**src/design/status_two_pkg.sv**
```systemverilog
// constants for the second transceiver status register and its companions
// Notes on behaviour
// writing 1 to bit 7 clears temperature error only below 125 degC
// bit 6 forces the two-wire input filter fast, else filter follows protocol
// listener_selected (bit 4) sets once a select or polling command is answered
// listener_selected sets only during auto anticollision in passive mode
// listener_selected clears itself when the external field goes away
// while card_cipher_active (bit 3) is set the cipher unit is enabled
// card_cipher_active sets only on a successful card authenticate command
// card_cipher_active means something only in reader mode toward cipher cards
// host clears card_cipher_active by writing 0; hardware never clears it
// engine state reads 000 when idle, 001 waiting for transmit_trigger
// 010 pre-send: waits field if enabled, stays at least tx_wait_time
// 100 pre-receive: waits field if enabled, stays at least rx_wait_time
// engine state 011 sending, 101 waiting for data, 110 receiving
// writing 1 to transmit_trigger starts sending, leaving wait-for-start
// code 111 never reported; reserved bit 5 reads zero
package status_two_pkg;

   // byte addresses on the bus
   localparam logic [7:0] STATUS2_ADDR     = 8'h08;
   localparam logic [7:0] ENGINE_CTRL_ADDR = 8'h0C;
   localparam logic [7:0] TX_WAIT_ADDR     = 8'h10;
   localparam logic [7:0] RX_WAIT_ADDR     = 8'h14;
   localparam logic [7:0] IRQ_STATUS_ADDR  = 8'h18;
   localparam logic [7:0] IRQ_MASK_ADDR    = 8'h1C;

   // status field positions
   localparam int TEMP_CLR_BIT   = 7;
   localparam int FORCE_FAST_BIT = 6;
   localparam int LISTENER_BIT   = 4;
   localparam int CIPHER_BIT     = 3;

   // engine control field positions
   localparam int CTRL_TX_RF_BIT   = 0;
   localparam int CTRL_RX_RF_BIT   = 1;
   localparam int CTRL_TRIGGER_BIT = 7;

   // interrupt bits
   localparam int IRQ_W          = 4;
   localparam int IRQ_TEMP_BIT   = 0;
   localparam int IRQ_LISTEN_BIT = 1;
   localparam int IRQ_CIPHER_BIT = 2;
   localparam int IRQ_RXDONE_BIT = 3;

   // reset values
   localparam logic [7:0]       STATUS2_RESET = 8'h00;
   localparam logic [7:0]       CTRL_RESET    = 8'h00;
   localparam logic [7:0]       WAIT_RESET    = 8'h00;
   localparam logic [IRQ_W-1:0] IRQ_RESET     = 4'h0;

   // engine state codes as reported
   localparam logic [2:0] CODE_IDLE       = 3'h0;
   localparam logic [2:0] CODE_WAIT_START = 3'h1;
   localparam logic [2:0] CODE_PRE_SEND   = 3'h2;
   localparam logic [2:0] CODE_SENDING    = 3'h3;
   localparam logic [2:0] CODE_PRE_RECV   = 3'h4;
   localparam logic [2:0] CODE_WAIT_DATA  = 3'h5;
   localparam logic [2:0] CODE_RECEIVING  = 3'h6;
   localparam logic [2:0] CODE_UNUSED     = 3'h7;

   typedef enum logic [2:0] {
      ST_IDLE, ST_WAIT_START, ST_PRE_SEND, ST_SENDING,
      ST_PRE_RECV, ST_WAIT_DATA, ST_RECEIVING
   } engine_state_t;

endpackage

```
**src/design/status_two_regs.sv**
```systemverilog
// second transceiver status register, engine state machine and wishbone slave
`timescale 1ns/1ps
`default_nettype none
module status_two_regs #(
   parameter int WAIT_W = 8
) (
   input  wire logic        clock,
   input  wire logic        reset,
   input  wire logic        wb_cyc_i,
   input  wire logic        wb_stb_i,
   input  wire logic        wb_we_i,
   input  wire logic [7:0]  wb_adr_i,
   input  wire logic [3:0]  wb_sel_i,
   input  wire logic [31:0] wb_dat_i,
   output logic [31:0]      wb_dat_o,
   output logic             wb_ack_o,
   input  wire logic        transceive_active,
   input  wire logic        temp_over_limit,
   input  wire logic        temp_below_limit,
   input  wire logic        rf_field_on,
   input  wire logic        auto_anticoll_running,
   input  wire logic        passive_mode,
   input  wire logic        target_answered,
   input  wire logic        auth_done_ok,
   input  wire logic        tx_frame_done,
   input  wire logic        rx_frame_start,
   input  wire logic        rx_frame_end,
   output logic             filter_fast,
   output logic             cipher_enable,
   output logic             temp_error,
   output logic [2:0]       link_engine_state,
   output logic             irq
);
   import status_two_pkg::*;

   logic                     ack_ff, nxt_ack;
   logic [31:0]              dat_ff, nxt_dat;
   logic                     clr_bit_ff, nxt_clr_bit;
   logic                     fast_ff, nxt_fast;
   logic                     listener_ff, nxt_listener;
   logic                     cipher_ff, nxt_cipher;
   logic                     temp_err_ff, nxt_temp_err;
   logic                     tx_rf_ff, nxt_tx_rf;
   logic                     rx_rf_ff, nxt_rx_rf;
   logic [WAIT_W-1:0]        tx_wait_ff, nxt_tx_wait;
   logic [WAIT_W-1:0]        rx_wait_ff, nxt_rx_wait;
   logic [IRQ_W-1:0]         irq_stat_ff, nxt_irq_stat;
   logic [IRQ_W-1:0]         irq_mask_ff, nxt_irq_mask;
   logic                     irq_ff, nxt_irq;
   engine_state_t            state_ff, nxt_state;
   logic [2:0]               code_ff, nxt_code;
   logic [WAIT_W-1:0]        cnt_ff, nxt_cnt;
   logic                     wr_en, rd_start, trigger, rx_done_evt;
   logic [IRQ_W-1:0]         events;
   logic [7:0]               status2_view;

   // write lands on the edge where the master sees ack; read data is
   // captured one edge earlier so it is stable while ack is high
   assign wr_en    = wb_cyc_i && wb_stb_i && wb_we_i && ack_ff && wb_sel_i[0];
   assign rd_start = wb_cyc_i && wb_stb_i && !ack_ff;
   assign trigger  = wr_en && (wb_adr_i == ENGINE_CTRL_ADDR)
                     && wb_dat_i[CTRL_TRIGGER_BIT];
   assign rx_done_evt = (state_ff == ST_RECEIVING) && rx_frame_end;
   assign status2_view = {clr_bit_ff, fast_ff, 1'b0, listener_ff,
                          cipher_ff, code_ff};

   // bus slave and register file next values
   always_comb begin
      nxt_ack      = rd_start;
      nxt_dat      = dat_ff;
      nxt_clr_bit  = clr_bit_ff;
      nxt_fast     = fast_ff;
      nxt_tx_rf    = tx_rf_ff;
      nxt_rx_rf    = rx_rf_ff;
      nxt_tx_wait  = tx_wait_ff;
      nxt_rx_wait  = rx_wait_ff;
      nxt_irq_mask = irq_mask_ff;
      nxt_irq_stat = irq_stat_ff;
      nxt_temp_err = temp_err_ff;
      nxt_listener = listener_ff;
      nxt_cipher   = cipher_ff;
      if (rd_start) begin
         // unmapped addresses still ack, reading zero
         nxt_dat = 32'h0000_0000;
         if (wb_adr_i == STATUS2_ADDR) begin
            nxt_dat[7:0] = status2_view;
         end else if (wb_adr_i == ENGINE_CTRL_ADDR) begin
            nxt_dat[CTRL_TX_RF_BIT] = tx_rf_ff;
            nxt_dat[CTRL_RX_RF_BIT] = rx_rf_ff;
         end else if (wb_adr_i == TX_WAIT_ADDR) begin
            nxt_dat[WAIT_W-1:0] = tx_wait_ff;
         end else if (wb_adr_i == RX_WAIT_ADDR) begin
            nxt_dat[WAIT_W-1:0] = rx_wait_ff;
         end else if (wb_adr_i == IRQ_STATUS_ADDR) begin
            nxt_dat[IRQ_W-1:0] = irq_stat_ff;
         end else if (wb_adr_i == IRQ_MASK_ADDR) begin
            nxt_dat[IRQ_W-1:0] = irq_mask_ff;
         end
      end
      if (wr_en) begin
         if (wb_adr_i == STATUS2_ADDR) begin
            nxt_clr_bit = wb_dat_i[TEMP_CLR_BIT];
            nxt_fast    = wb_dat_i[FORCE_FAST_BIT];
            // software may only drop the cipher flag, never raise it
            if (!wb_dat_i[CIPHER_BIT]) begin
               nxt_cipher = 1'b0;
            end
            if (wb_dat_i[TEMP_CLR_BIT] && temp_below_limit) begin
               nxt_temp_err = 1'b0;
            end
         end else if (wb_adr_i == ENGINE_CTRL_ADDR) begin
            nxt_tx_rf = wb_dat_i[CTRL_TX_RF_BIT];
            nxt_rx_rf = wb_dat_i[CTRL_RX_RF_BIT];
         end else if (wb_adr_i == TX_WAIT_ADDR) begin
            nxt_tx_wait = wb_dat_i[WAIT_W-1:0];
         end else if (wb_adr_i == RX_WAIT_ADDR) begin
            nxt_rx_wait = wb_dat_i[WAIT_W-1:0];
         end else if (wb_adr_i == IRQ_STATUS_ADDR) begin
            nxt_irq_stat = irq_stat_ff & ~wb_dat_i[IRQ_W-1:0];
         end else if (wb_adr_i == IRQ_MASK_ADDR) begin
            nxt_irq_mask = wb_dat_i[IRQ_W-1:0];
         end
      end
      // hardware sets win over software clears
      if (temp_over_limit) begin
         nxt_temp_err = 1'b1;
      end
      if (auth_done_ok) begin
         nxt_cipher = 1'b1;
      end
      // field loss beats a late answer: no field, no selection
      if (!rf_field_on) begin
         nxt_listener = 1'b0;
      end else if (target_answered && auto_anticoll_running && passive_mode) begin
         nxt_listener = 1'b1; // see
      end
      // listener and cipher events read the flag next values, so they live here to keep one comb path
      events                 = IRQ_RESET;
      events[IRQ_TEMP_BIT]   = temp_over_limit && !temp_err_ff;
      events[IRQ_LISTEN_BIT] = nxt_listener && !listener_ff;
      events[IRQ_CIPHER_BIT] = nxt_cipher && !cipher_ff;
      events[IRQ_RXDONE_BIT] = rx_done_evt;
      nxt_irq_stat = nxt_irq_stat | events;
      nxt_irq      = |(nxt_irq_stat & nxt_irq_mask);
   end

   always_ff @(posedge clock) begin
      if (reset) begin
         ack_ff      <= 1'b0;
         dat_ff      <= 32'h0000_0000;
         clr_bit_ff  <= STATUS2_RESET[TEMP_CLR_BIT];
         fast_ff     <= STATUS2_RESET[FORCE_FAST_BIT];
         listener_ff <= STATUS2_RESET[LISTENER_BIT];
         cipher_ff   <= STATUS2_RESET[CIPHER_BIT];
         temp_err_ff <= 1'b0;
         tx_rf_ff    <= CTRL_RESET[CTRL_TX_RF_BIT];
         rx_rf_ff    <= CTRL_RESET[CTRL_RX_RF_BIT];
         tx_wait_ff  <= WAIT_RESET[WAIT_W-1:0];
         rx_wait_ff  <= WAIT_RESET[WAIT_W-1:0];
         irq_stat_ff <= IRQ_RESET;
         irq_mask_ff <= IRQ_RESET;
         irq_ff      <= 1'b0;
      end else begin
         ack_ff      <= nxt_ack;
         dat_ff      <= nxt_dat;
         clr_bit_ff  <= nxt_clr_bit;
         fast_ff     <= nxt_fast;
         listener_ff <= nxt_listener;
         cipher_ff   <= nxt_cipher;
         temp_err_ff <= nxt_temp_err;
         tx_rf_ff    <= nxt_tx_rf;
         rx_rf_ff    <= nxt_rx_rf;
         tx_wait_ff  <= nxt_tx_wait;
         rx_wait_ff  <= nxt_rx_wait;
         irq_stat_ff <= nxt_irq_stat;
         irq_mask_ff <= nxt_irq_mask;
         irq_ff      <= nxt_irq;
      end
   end

   // transmit/receive engine; dropping the command aborts to idle
   always_comb begin
      nxt_state = state_ff;
      nxt_cnt   = cnt_ff;
      if (cnt_ff != {WAIT_W{1'b1}}) begin
         nxt_cnt = cnt_ff + 1'b1; // saturating dwell counter
      end
      case (state_ff)
         ST_IDLE: begin
            if (transceive_active) begin
               nxt_state = ST_WAIT_START;
            end
         end
         ST_WAIT_START: begin
            if (trigger) begin
               nxt_state = ST_PRE_SEND;
               nxt_cnt   = '0;
            end
         end
         ST_PRE_SEND: begin
            // dwell of tx_wait_time+1 cycles keeps the minimum even at zero
            if (cnt_ff >= tx_wait_ff && (!tx_rf_ff || rf_field_on)) begin
               nxt_state = ST_SENDING;
            end
         end
         ST_SENDING: begin
            if (tx_frame_done) begin
               nxt_state = ST_PRE_RECV;
               nxt_cnt   = '0;
            end
         end
         ST_PRE_RECV: begin
            if (cnt_ff >= rx_wait_ff && (!rx_rf_ff || rf_field_on)) begin
               nxt_state = ST_WAIT_DATA;
            end
         end
         ST_WAIT_DATA: begin
            if (rx_frame_start) begin
               nxt_state = ST_RECEIVING;
            end
         end
         ST_RECEIVING: begin
            if (rx_frame_end) begin
               nxt_state = ST_WAIT_START;
            end
         end
         default: begin
            nxt_state = ST_IDLE;
         end
      endcase
      if (!transceive_active) begin
         nxt_state = ST_IDLE;
      end
      case (nxt_state)
         ST_WAIT_START: nxt_code = CODE_WAIT_START;
         ST_PRE_SEND:   nxt_code = CODE_PRE_SEND;
         ST_SENDING:    nxt_code = CODE_SENDING;
         ST_PRE_RECV:   nxt_code = CODE_PRE_RECV;
         ST_WAIT_DATA:  nxt_code = CODE_WAIT_DATA;
         ST_RECEIVING:  nxt_code = CODE_RECEIVING;
         default:       nxt_code = CODE_IDLE;
      endcase
   end

   always_ff @(posedge clock) begin
      if (reset) begin
         state_ff <= ST_IDLE;
         code_ff  <= CODE_IDLE;
         cnt_ff   <= '0;
      end else begin
         state_ff <= nxt_state;
         code_ff  <= nxt_code;
         cnt_ff   <= nxt_cnt;
      end
   end

   // outputs straight from flops; cipher is meaningful only in reader mode
   assign wb_ack_o          = ack_ff;
   assign wb_dat_o          = dat_ff;
   assign filter_fast       = fast_ff;
   assign cipher_enable     = cipher_ff; // see
   assign temp_error        = temp_err_ff;
   assign link_engine_state = code_ff;
   assign irq               = irq_ff;

   // checks
   a_ack_single_pulse: assert property (@(posedge clock) disable iff (reset)
      wb_ack_o |=> !wb_ack_o) else $error("ack held longer than one cycle");
   a_ack_answers_req: assert property (@(posedge clock) disable iff (reset)
      (wb_cyc_i && wb_stb_i && !wb_ack_o) |=> wb_ack_o)
      else $error("request not acked next cycle");
   a_engine_abort: assert property (@(posedge clock) disable iff (reset)
      !transceive_active |=> link_engine_state == CODE_IDLE)
      else $error("engine not idle after command dropped");
   a_code_not_seven: assert property (@(posedge clock) disable iff (reset)
      link_engine_state != CODE_UNUSED) else $error("unused engine code seen");
   a_reserved_reads_zero: assert property (@(posedge clock) disable iff (reset)
      (wb_ack_o && $past(wb_adr_i) == STATUS2_ADDR) |-> !wb_dat_o[5])
      else $error("reserved bit reads one");
   a_listener_set_cause: assert property (@(posedge clock) disable iff (reset)
      $rose(listener_ff) |-> $past(target_answered && auto_anticoll_running
                                   && passive_mode && rf_field_on))
      else $error("listener flag set without answered anticollision");
   a_listener_field_off: assert property (@(posedge clock) disable iff (reset)
      !rf_field_on |=> !listener_ff) else $error("listener flag survived field loss");
   a_cipher_set_cause: assert property (@(posedge clock) disable iff (reset)
      $rose(cipher_enable) |-> $past(auth_done_ok))
      else $error("cipher enabled without authentication");
   a_temp_clear_gate: assert property (@(posedge clock) disable iff (reset)
      (wr_en && wb_adr_i == STATUS2_ADDR && wb_dat_i[TEMP_CLR_BIT] && !temp_below_limit
       && temp_error) |=> temp_error) else $error("temp error cleared while hot");
   a_filter_follows: assert property (@(posedge clock) disable iff (reset)
      (wr_en && wb_adr_i == STATUS2_ADDR) |=> filter_fast == $past(wb_dat_i[FORCE_FAST_BIT]))
      else $error("filter mode not updated");
   a_trigger_starts: assert property (@(posedge clock) disable iff (reset)
      (state_ff == ST_WAIT_START && trigger && transceive_active)
      |=> link_engine_state == CODE_PRE_SEND) else $error("trigger did not start send");
   a_send_to_recv: assert property (@(posedge clock) disable iff (reset)
      (state_ff == ST_SENDING && tx_frame_done && transceive_active)
      |=> link_engine_state == CODE_PRE_RECV) else $error("send end not followed by rx wait");
   a_tx_field_hold: assert property (@(posedge clock) disable iff (reset)
      (state_ff == ST_PRE_SEND && tx_rf_ff && !rf_field_on && transceive_active)
      |=> link_engine_state == CODE_PRE_SEND) else $error("left pre-send without field");

endmodule // status_two_regs
`default_nettype wire

```
**config.mk**
```make
export PLATFORM = sky130hd
export DESIGN_NAME = status_two_regs
export DESIGN_NICKNAME = d
export VERILOG_FILES = /design/src/design/status_two_pkg.sv /design/src/design/status_two_regs.sv
export SDC_FILE = /design/constraint.sdc
export NUM_CORES = 1
export LEC_CHECK = 0
export BUFFER_PORTS_ARGS = -buffer_cell sky130_fd_sc_hd__buf_2
export CORE_MARGIN = 3
export CORE_UTILIZATION = 53
export CTS_BUF_LIST = sky130_fd_sc_hd__clkbuf_8
export DETAILED_ROUTE_END_ITERATION = 8
export GPL_TIMING_DRIVEN = 0
export PLACE_DENSITY = 0.83
export SETUP_SLACK_MARGIN = 0.1
export SLEW_MARGIN = 20
export SYNTH_ARGS = -nofsm -noshare
export SYNTH_HDL_FRONTEND = slang
export SYNTH_SLANG_ARGS = --single-unit
```
**constraint.sdc**
```tcl
create_clock -name clock -period 2.44 [get_ports clock]
set_clock_uncertainty 0.2 [all_clocks]
set_input_delay 0.488 -clock clock [delete_from_list [all_inputs] [get_ports clock]]
set_output_delay 0.488 -clock clock [all_outputs]
set_load 0.01 [all_outputs]
```
==> metrics, run 1 <==
first drt pass iteration count=5; Peak VDD IR=~0.00050 V; Avg Cell Area, Syn=8.666 sq um; clock latency on the worst-skew pair=roughly 320 ps; synth cell count leaders=dfxtp_1, nor2_1, mux2i_1; share of layout cells above drive strength 1=0.2284; CP peak stage delay=410 ps; Synth async-reset ratio=0; MaxCap Viol Count=0; RSZ-0062 raised after global routing=false; Via density=5.439; via count=2714; Initial Util=0.5718; Period Utilization, post-route=0.8493; Crit Path Category=reg -> reg; outcome=complete, no violations; CTS Buf Count=5; Synth top area share=0.3610; Die Area=6702 sq um; Hold Path Class=in -> reg; core box area=5335 sq um; Synth Register Bits=55; leading area contributor after synthesis=dfxtp_1; Pwr Density=472.7 nW/um^2; n_diodes=0; GRT overflow=0; CTS tree=done; DP HPWL=5686 um; io pins=100; DRT antenna net count=0; cell with the most instances after synthesis=dfxtp_1; Setup TNS=0 ps; Die Y=between 80 and 90 um; cell count after synthesis=between 300 and 400; CP Launch Type=flip-flop; Yosys cell types=47; initial DRC count=around 190; f_max=482.6 MHz; Final Hold Fails=0; slew margin rel.=0.6334; Root Driver=clkbuf_8; Buffers on Ports=46; Reg clk slew, reported paths=100 ps; critical path data arrival time=2090 ps; initial antenna violation count=0; EDFF count, synth=0; Max Root-Sink Buffers=2; crit path capture type=flip-flop; sequential-to-total area share from yosys stat=0.3610; Final Core Density=0.6672; P&R area growth vs syn=16.69%; crit path cell chain=inv_1 > ha_1 > nand2b_1 > a21o_1 > a211oi_1 > o21ai_0 > o21a_1; fin nets=505; final setup fails=0; Top FF cell, synth=dfxtp_1; worst slew pin tran=548.3 ps; crit-path max FO=4; Die W=81.87 um; H-Tree Depth=2; synth top area cells=dfxtp_1, mux2i_1, ha_1, buf_4, nor2_1; Avg WL per Cell=14.32 um; Slew Limit Fails=0; Worst path slowest cell=dfxtp_1; Yosys Warn Count=0; Sink Count=55; Crit path required time=2460 ps; largest net degree at the start of global routing=18; minimum clock period=2072 ps; first-pass GRT wire length=between 10000 and 15000 um; post-synthesis cell area=roughly 3000 sq um; Core Rows=26; LEAKAGE=1.650 nW; final WL=7146 um; Total Routing Usage GR=0.2248; number of global-route vias before repair=2436; Final GP Congestion=0.8886; # DRC=0
cell usage in the layout (no fill, tap or decap), drive strengths merged, types with 2 or more instances in the layout:
cell / instances
nor2: 54
conb: 24
mux2i: 28
a22o: 2
o22a: 2
o21a: 5
or2: 3
nor2b: 6
o21ai: 12
a211oi: 6
nand3b: 3
xor2: 3
nand4: 10
and4: 3
a21o: 4
a221o: 2
and2: 2
nand3: 10
and3: 3
a32oi: 2
o2111ai: 2
mux4: 2
nand2: 12
ha: 17
a21oi: 21
clkbuf: 13
nand2b: 4
nor3: 4
dfxtp: 55
inv: 21
buf: 77
o211ai: 2
a31oi: 5
sequential cells by signal, summed over array words and instances, names as in the netlist, 3 cells and up:
signal,flops
cnt_ff,8
rx_wait_ff,8
tx_wait_ff,8
wb_dat_o,8
irq_mask_ff,4
irq_stat_ff,4
link_engine_state,3
state_ff,3
worst paths after layout:
path,startpoint,to,slack (ps),cells past startpoint
setup / recovery,cnt_ff[0],link_engine_state[0],370,7
hold / removal,temp_over_limit,temp_error,200,3
setup reg to reg,cnt_ff[0],link_engine_state[0],370,7
hold reg to reg,wb_dat_o[0],wb_dat_o[0],260,2
what timing repair did:
action / in CTS / in global routing
resized for setup: 0 / 2
hold buffers: 0 / 0
endpoints found under the setup margin: 0 / 2
setup buffers: 0 / 0
stage by stage:
step / cells / worst slack [ps] / cell area, sq um / power (W) / hold WS, ps
finish: 499 / 367.8 / 3560 / 0.001683 / 201.6
global route: 499 / 222.3 / 3560 / 0.001752 / 203.4
CTS: 499 / 175.9 / 3553 / 0.001683 / 195.3
detailed placement: 491 / 20.95 / 3455 / 0.001151 / 246.0
global placement: 491 / 82.24 / 3455 / 0.001145 / 239.4
floorplan: 375 / 422.8 / 3137 / 0.001080 / 236.7
logic make-up (layout without fill, tap and decap cells):
group	count (synthesis)	after routing	share of synthesized area
and+or+nand+nor	115	115	0.1850
AOI/OAI and AO/OA	70	70	0.1538
buffers and inverters	59	113	0.1075
DFF	55	55	0.3610
muxes	31	31	0.1103
adders and majority gates	17	17	0.06973
xor gates and xnor gates	4	4	0.01149
other	1	24	0.001229
final cells by class:
class                      count  area [sq um]
fill                         440          1775
multi-input combinational    261          1714
sequential                    55          1101
buffer                        38         249.0
timing repair buffer          46         230.2
tap                           70         87.58
clock buffer                   6         82.58
inverter                      21         78.83
clock inverter                 2         16.27
power by group:
part	internal, W	switching [W]
Combinational	0.0000904	0.000116
Sequential	0.000915	0.0000141
Clock	0.000232	0.000315
Total	0.00124	0.000445
metal layers:
layer | global-route usage | wire length [um] | vias up
met5 | 0 | 0 | -
met4 | 0.07309 | 105 | 0
met3 | 0.05811 | 646 | 10
met2 | 0.3481 | 3251 | 120
met1 | 0.3041 | 3142 | 1240
li1 | - | - | 1344
critical path, delay by kind of cell (launching register included):
kind                       cells  cell delay (ps)
buffers and inverters          1               90
AOI/OAI and AO/OA              4              870
DFF                            1              410
and+or+nand+nor                1              130
adders and majority gates      1              270
Power figures use the tool's default switching activity.
==> inputs of run 2 (changes only) <==
Clock period 2.44 ns to 2.1 ns, I/O delays scaled along.
==> run 2 against run 1 <==
  * Sequential cell count is the same
  * Utilization rose by 1.5 points
  * Sequential power rose by 16%
  * Global-route usage rose by 0.13 points
  * Wire length up 2.7%
  * Total power up 17%
  * Worst hold slack worse by 68 ps
  * First-iteration DRC count grew 8.3%
  * Final cell count increased by 0.80%
  * Critical path type unchanged
==> metrics, run 2 (synthesis gave the netlist of run 1 again) <==
outcome=complete, no violations (unchanged); Max Root-Sink Buffers=2 (unchanged); final setup fails=0 (unchanged); Avg WL per Cell=14.58 um (was 14.32 um); crit path cell chain=and4_4 > and3_4 > and4_1 > buf_6 > mux2i_2 > o22a_1 > a21oi_2 (was inv_1 > ha_1 > nand2b_1 > a21o_1 > a211oi_1 > o21ai_0 > o21a_1); Critical path buffers and inverters=1 (unchanged); LEAKAGE=1.675 nW (was 1.650 nW); Final Core Density=0.6818 (was 0.6672); Fillers=432 (was 440); Peak VDD IR=0.0005857 V (was 0.0004966 V); fin nets=509 (was 505); Top Family by Delay on Critical Path=simple AND/OR/NAND/NOR gates (was compound AO/OA/AOI/OAI gates); Die Y=81.87 um (unchanged); most common cell after layout, fill and taps aside=nor2_1 (was dfxtp_1); crit path to=irq (was link_engine_state[0]); via count=2743 (was 2714); Crit Path Category=reg -> reg (unchanged); n_diodes=0 (unchanged); Hold Path Class=in -> reg (unchanged); Post-CTS Hold Fix Bufs=0 (unchanged); FF-to-FF End=irq (was link_engine_state[0]); clock latency on the worst-skew pair=320 ps (about the same); initial antenna violation count=0 (unchanged); crit-path max FO=5 (was 4); Initial Util=0.5718 (unchanged); CP Launch Type=flip-flop (unchanged); R2R cell count=7 (unchanged); slew margin rel.=0.6387 (was 0.6334); FF/Latch Area=1107 sq um (was 1101 sq um); DRT antenna net count=0 (unchanged); Comb pwr share=0.125 (was 0.123); H-Tree Depth=2 (unchanged); switching portion of total power=0.2656 (was 0.2644); leading cell types in the layout, fill and taps excluded=nor2_1, dfxtp_1, buf_2 (was dfxtp_1, nor2_1, buf_2); reg-to-reg startpoint=wb_ack_o (was cnt_ff[0]); Pwr Density=539.6 nW/um^2 (was 472.7 nW/um^2); r2r setup slk=140 ps (was 370 ps); CTS Buf Count=5 (unchanged); Root Driver=clkbuf_8 (unchanged); Total Routing Usage GR=0.2261 (was 0.2248); Buffers on Ports=46 (unchanged); total internal power=0.001441 W (was 0.001238 W); io pins=100 (unchanged); area of the multi-input gates=1748 sq um (was 1714 sq um); GRT overflow=0 (unchanged); DP HPWL=5686 um (unchanged); first drt pass iteration count=5 (unchanged); core box area=5335 sq um (unchanged); worst slew pin tran=540.4 ps (was 548.3 ps); Period Utilization, post-route=0.9318 (was 0.8493); Final GP Congestion=0.8886 (unchanged); Fin Hold WS=134.1 ps (was 201.6 ps); final WL=7336 um (was 7146 um); minimum clock period=1957 ps (was 2072 ps); CTS tree=done (unchanged); Die W=81.87 um (unchanged); Sink Count=55 (unchanged); first-pass GRT wire length=11520 um (was 11490 um); Slew Limit Fails=0 (unchanged); Die Area=6702 sq um (unchanged); Via density=5.453 (was 5.439); CP peak stage delay=350 ps (was 410 ps); f_max=511.0 MHz (was 482.6 MHz); initial DRC count=209 (was 193); CP startpoint=wb_ack_o (was cnt_ff[0]); RSZ-0062 raised after global routing=true (was false); Core Rows=26 (unchanged); Crit path required time=2100 ps (was 2460 ps); # DRC=0 (unchanged); Final Hold Fails=0 (unchanged); share of layout cells above drive strength 1=0.2656 (was 0.2284); number of global-route vias before repair=2445 (was 2436); Tot Pwr=0.001963 W (was 0.001683 W); critical path data arrival time=1960 ps (was 2090 ps); largest net degree at the start of global routing=18 (unchanged); Switch Pwr=0.0005213 W (was 0.0004449 W); Worst path slowest cell=dfxtp_2 (was dfxtp_1); sequential power share=0.550 (was 0.552); P&R area growth vs syn=19.24% (was 16.69%); MaxCap Viol Count=0 (unchanged); clock share of power=0.325 (about the same); crit path capture type=flip-flop (unchanged); Crit path depth=7 (unchanged); Reg clk slew, reported paths=100 ps (about the same)
## run 2: changes by cell type in the layout (fill, tap and decap cells not counted), moves of 2 or more
cell / change
buf_4: +3
dfxtp_1: -3
mux2i_1: -3
mux2i_2: +3
dfxtp_2: +2
nand3_1: -2
nand3_2: +2
## run 2: final cells by class
type,count,share of cell area
flip-flops and latches,55,0.3044
clock buffers,6,0.02270
plain buffers,38,0.07052
repair buffers,50,0.07155
clock inverters,2,0.004472
multi-input cells,261,0.4806
well taps,70,0.02408
inverters,21,0.02167
## run 2: how the worst min path moves through the flow
stage / startpoint / end / slack [ps] / depth (start not counted)
5_1_grt: temp_over_limit / temp_error / 130 / 3
3_3_place_gp: wb_dat_o[0] / wb_dat_o[0] / 240 / 2
6_report: temp_over_limit / temp_error / 130 / 3
4_1_cts: temp_over_limit / temp_error / 130 / 3
2_1_floorplan: clr_bit_ff / clr_bit_ff / 240 / 2
3_5_place_dp: wb_dat_o[0] / wb_dat_o[0] / 250 / 2
## run 2: timing repair
item / in CTS / in global routing
buffers inserted: 0 / 4
resized for setup: 7 / 13
pin swaps: 0 / 6
endpoints found under the setup margin: 11 / 18
## run 2: worst reg2reg max path, stage by stage (launching register included)
cell and delay (ps):
dfxtp_2 350, and4_4 250, and3_4 210, and4_1 210, buf_6 130, mux2i_2 260, o22a_1 180, a21oi_2 50
## run 2: through the flow
| stage | setup TNS, ps | cell area (sq um) | setup slack [ps] | instances |
|---|---|---|---|---|
| after floorplan | 0 | 3137 | 150.8 | 375 |
| after global placement | -1542 | 3455 | -189.8 | 491 |
| after detailed placement | -1952 | 3455 | -251.0 | 491 |
| after CTS | 0 | 3575 | 108.4 | 499 |
| after global routing | 0 | 3637 | 81.43 | 503 |
| final | 0 | 3637 | 143.2 | 503 |
## run 2: metal layers
| metal | wire length (um) | GRT usage | vias to the layer above |
|---|---|---|---|
| li1 | - | - | 1348 |
| met1 | 3257 | 0.3032 | 1270 |
| met2 | 3386 | 0.3489 | 112 |
| met3 | 572 | 0.05811 | 13 |
| met4 | 120 | 0.08306 | 0 |
| met5 | 0 | 0 | - |
## run 2: power by group through the flow
stage | combinational [W] | clock [W] | sequential (W)
final | 0.000246 | 0.000638 | 0.00108
after global routing | 0.000273 | 0.000686 | 0.00108
after CTS | 0.000237 | 0.000640 | 0.00108
after detailed placement | 0.000234 | 0 | 0.00110
after global placement | 0.000229 | 0 | 0.00110
after floorplan | 0.000150 | 0 | 0.00110
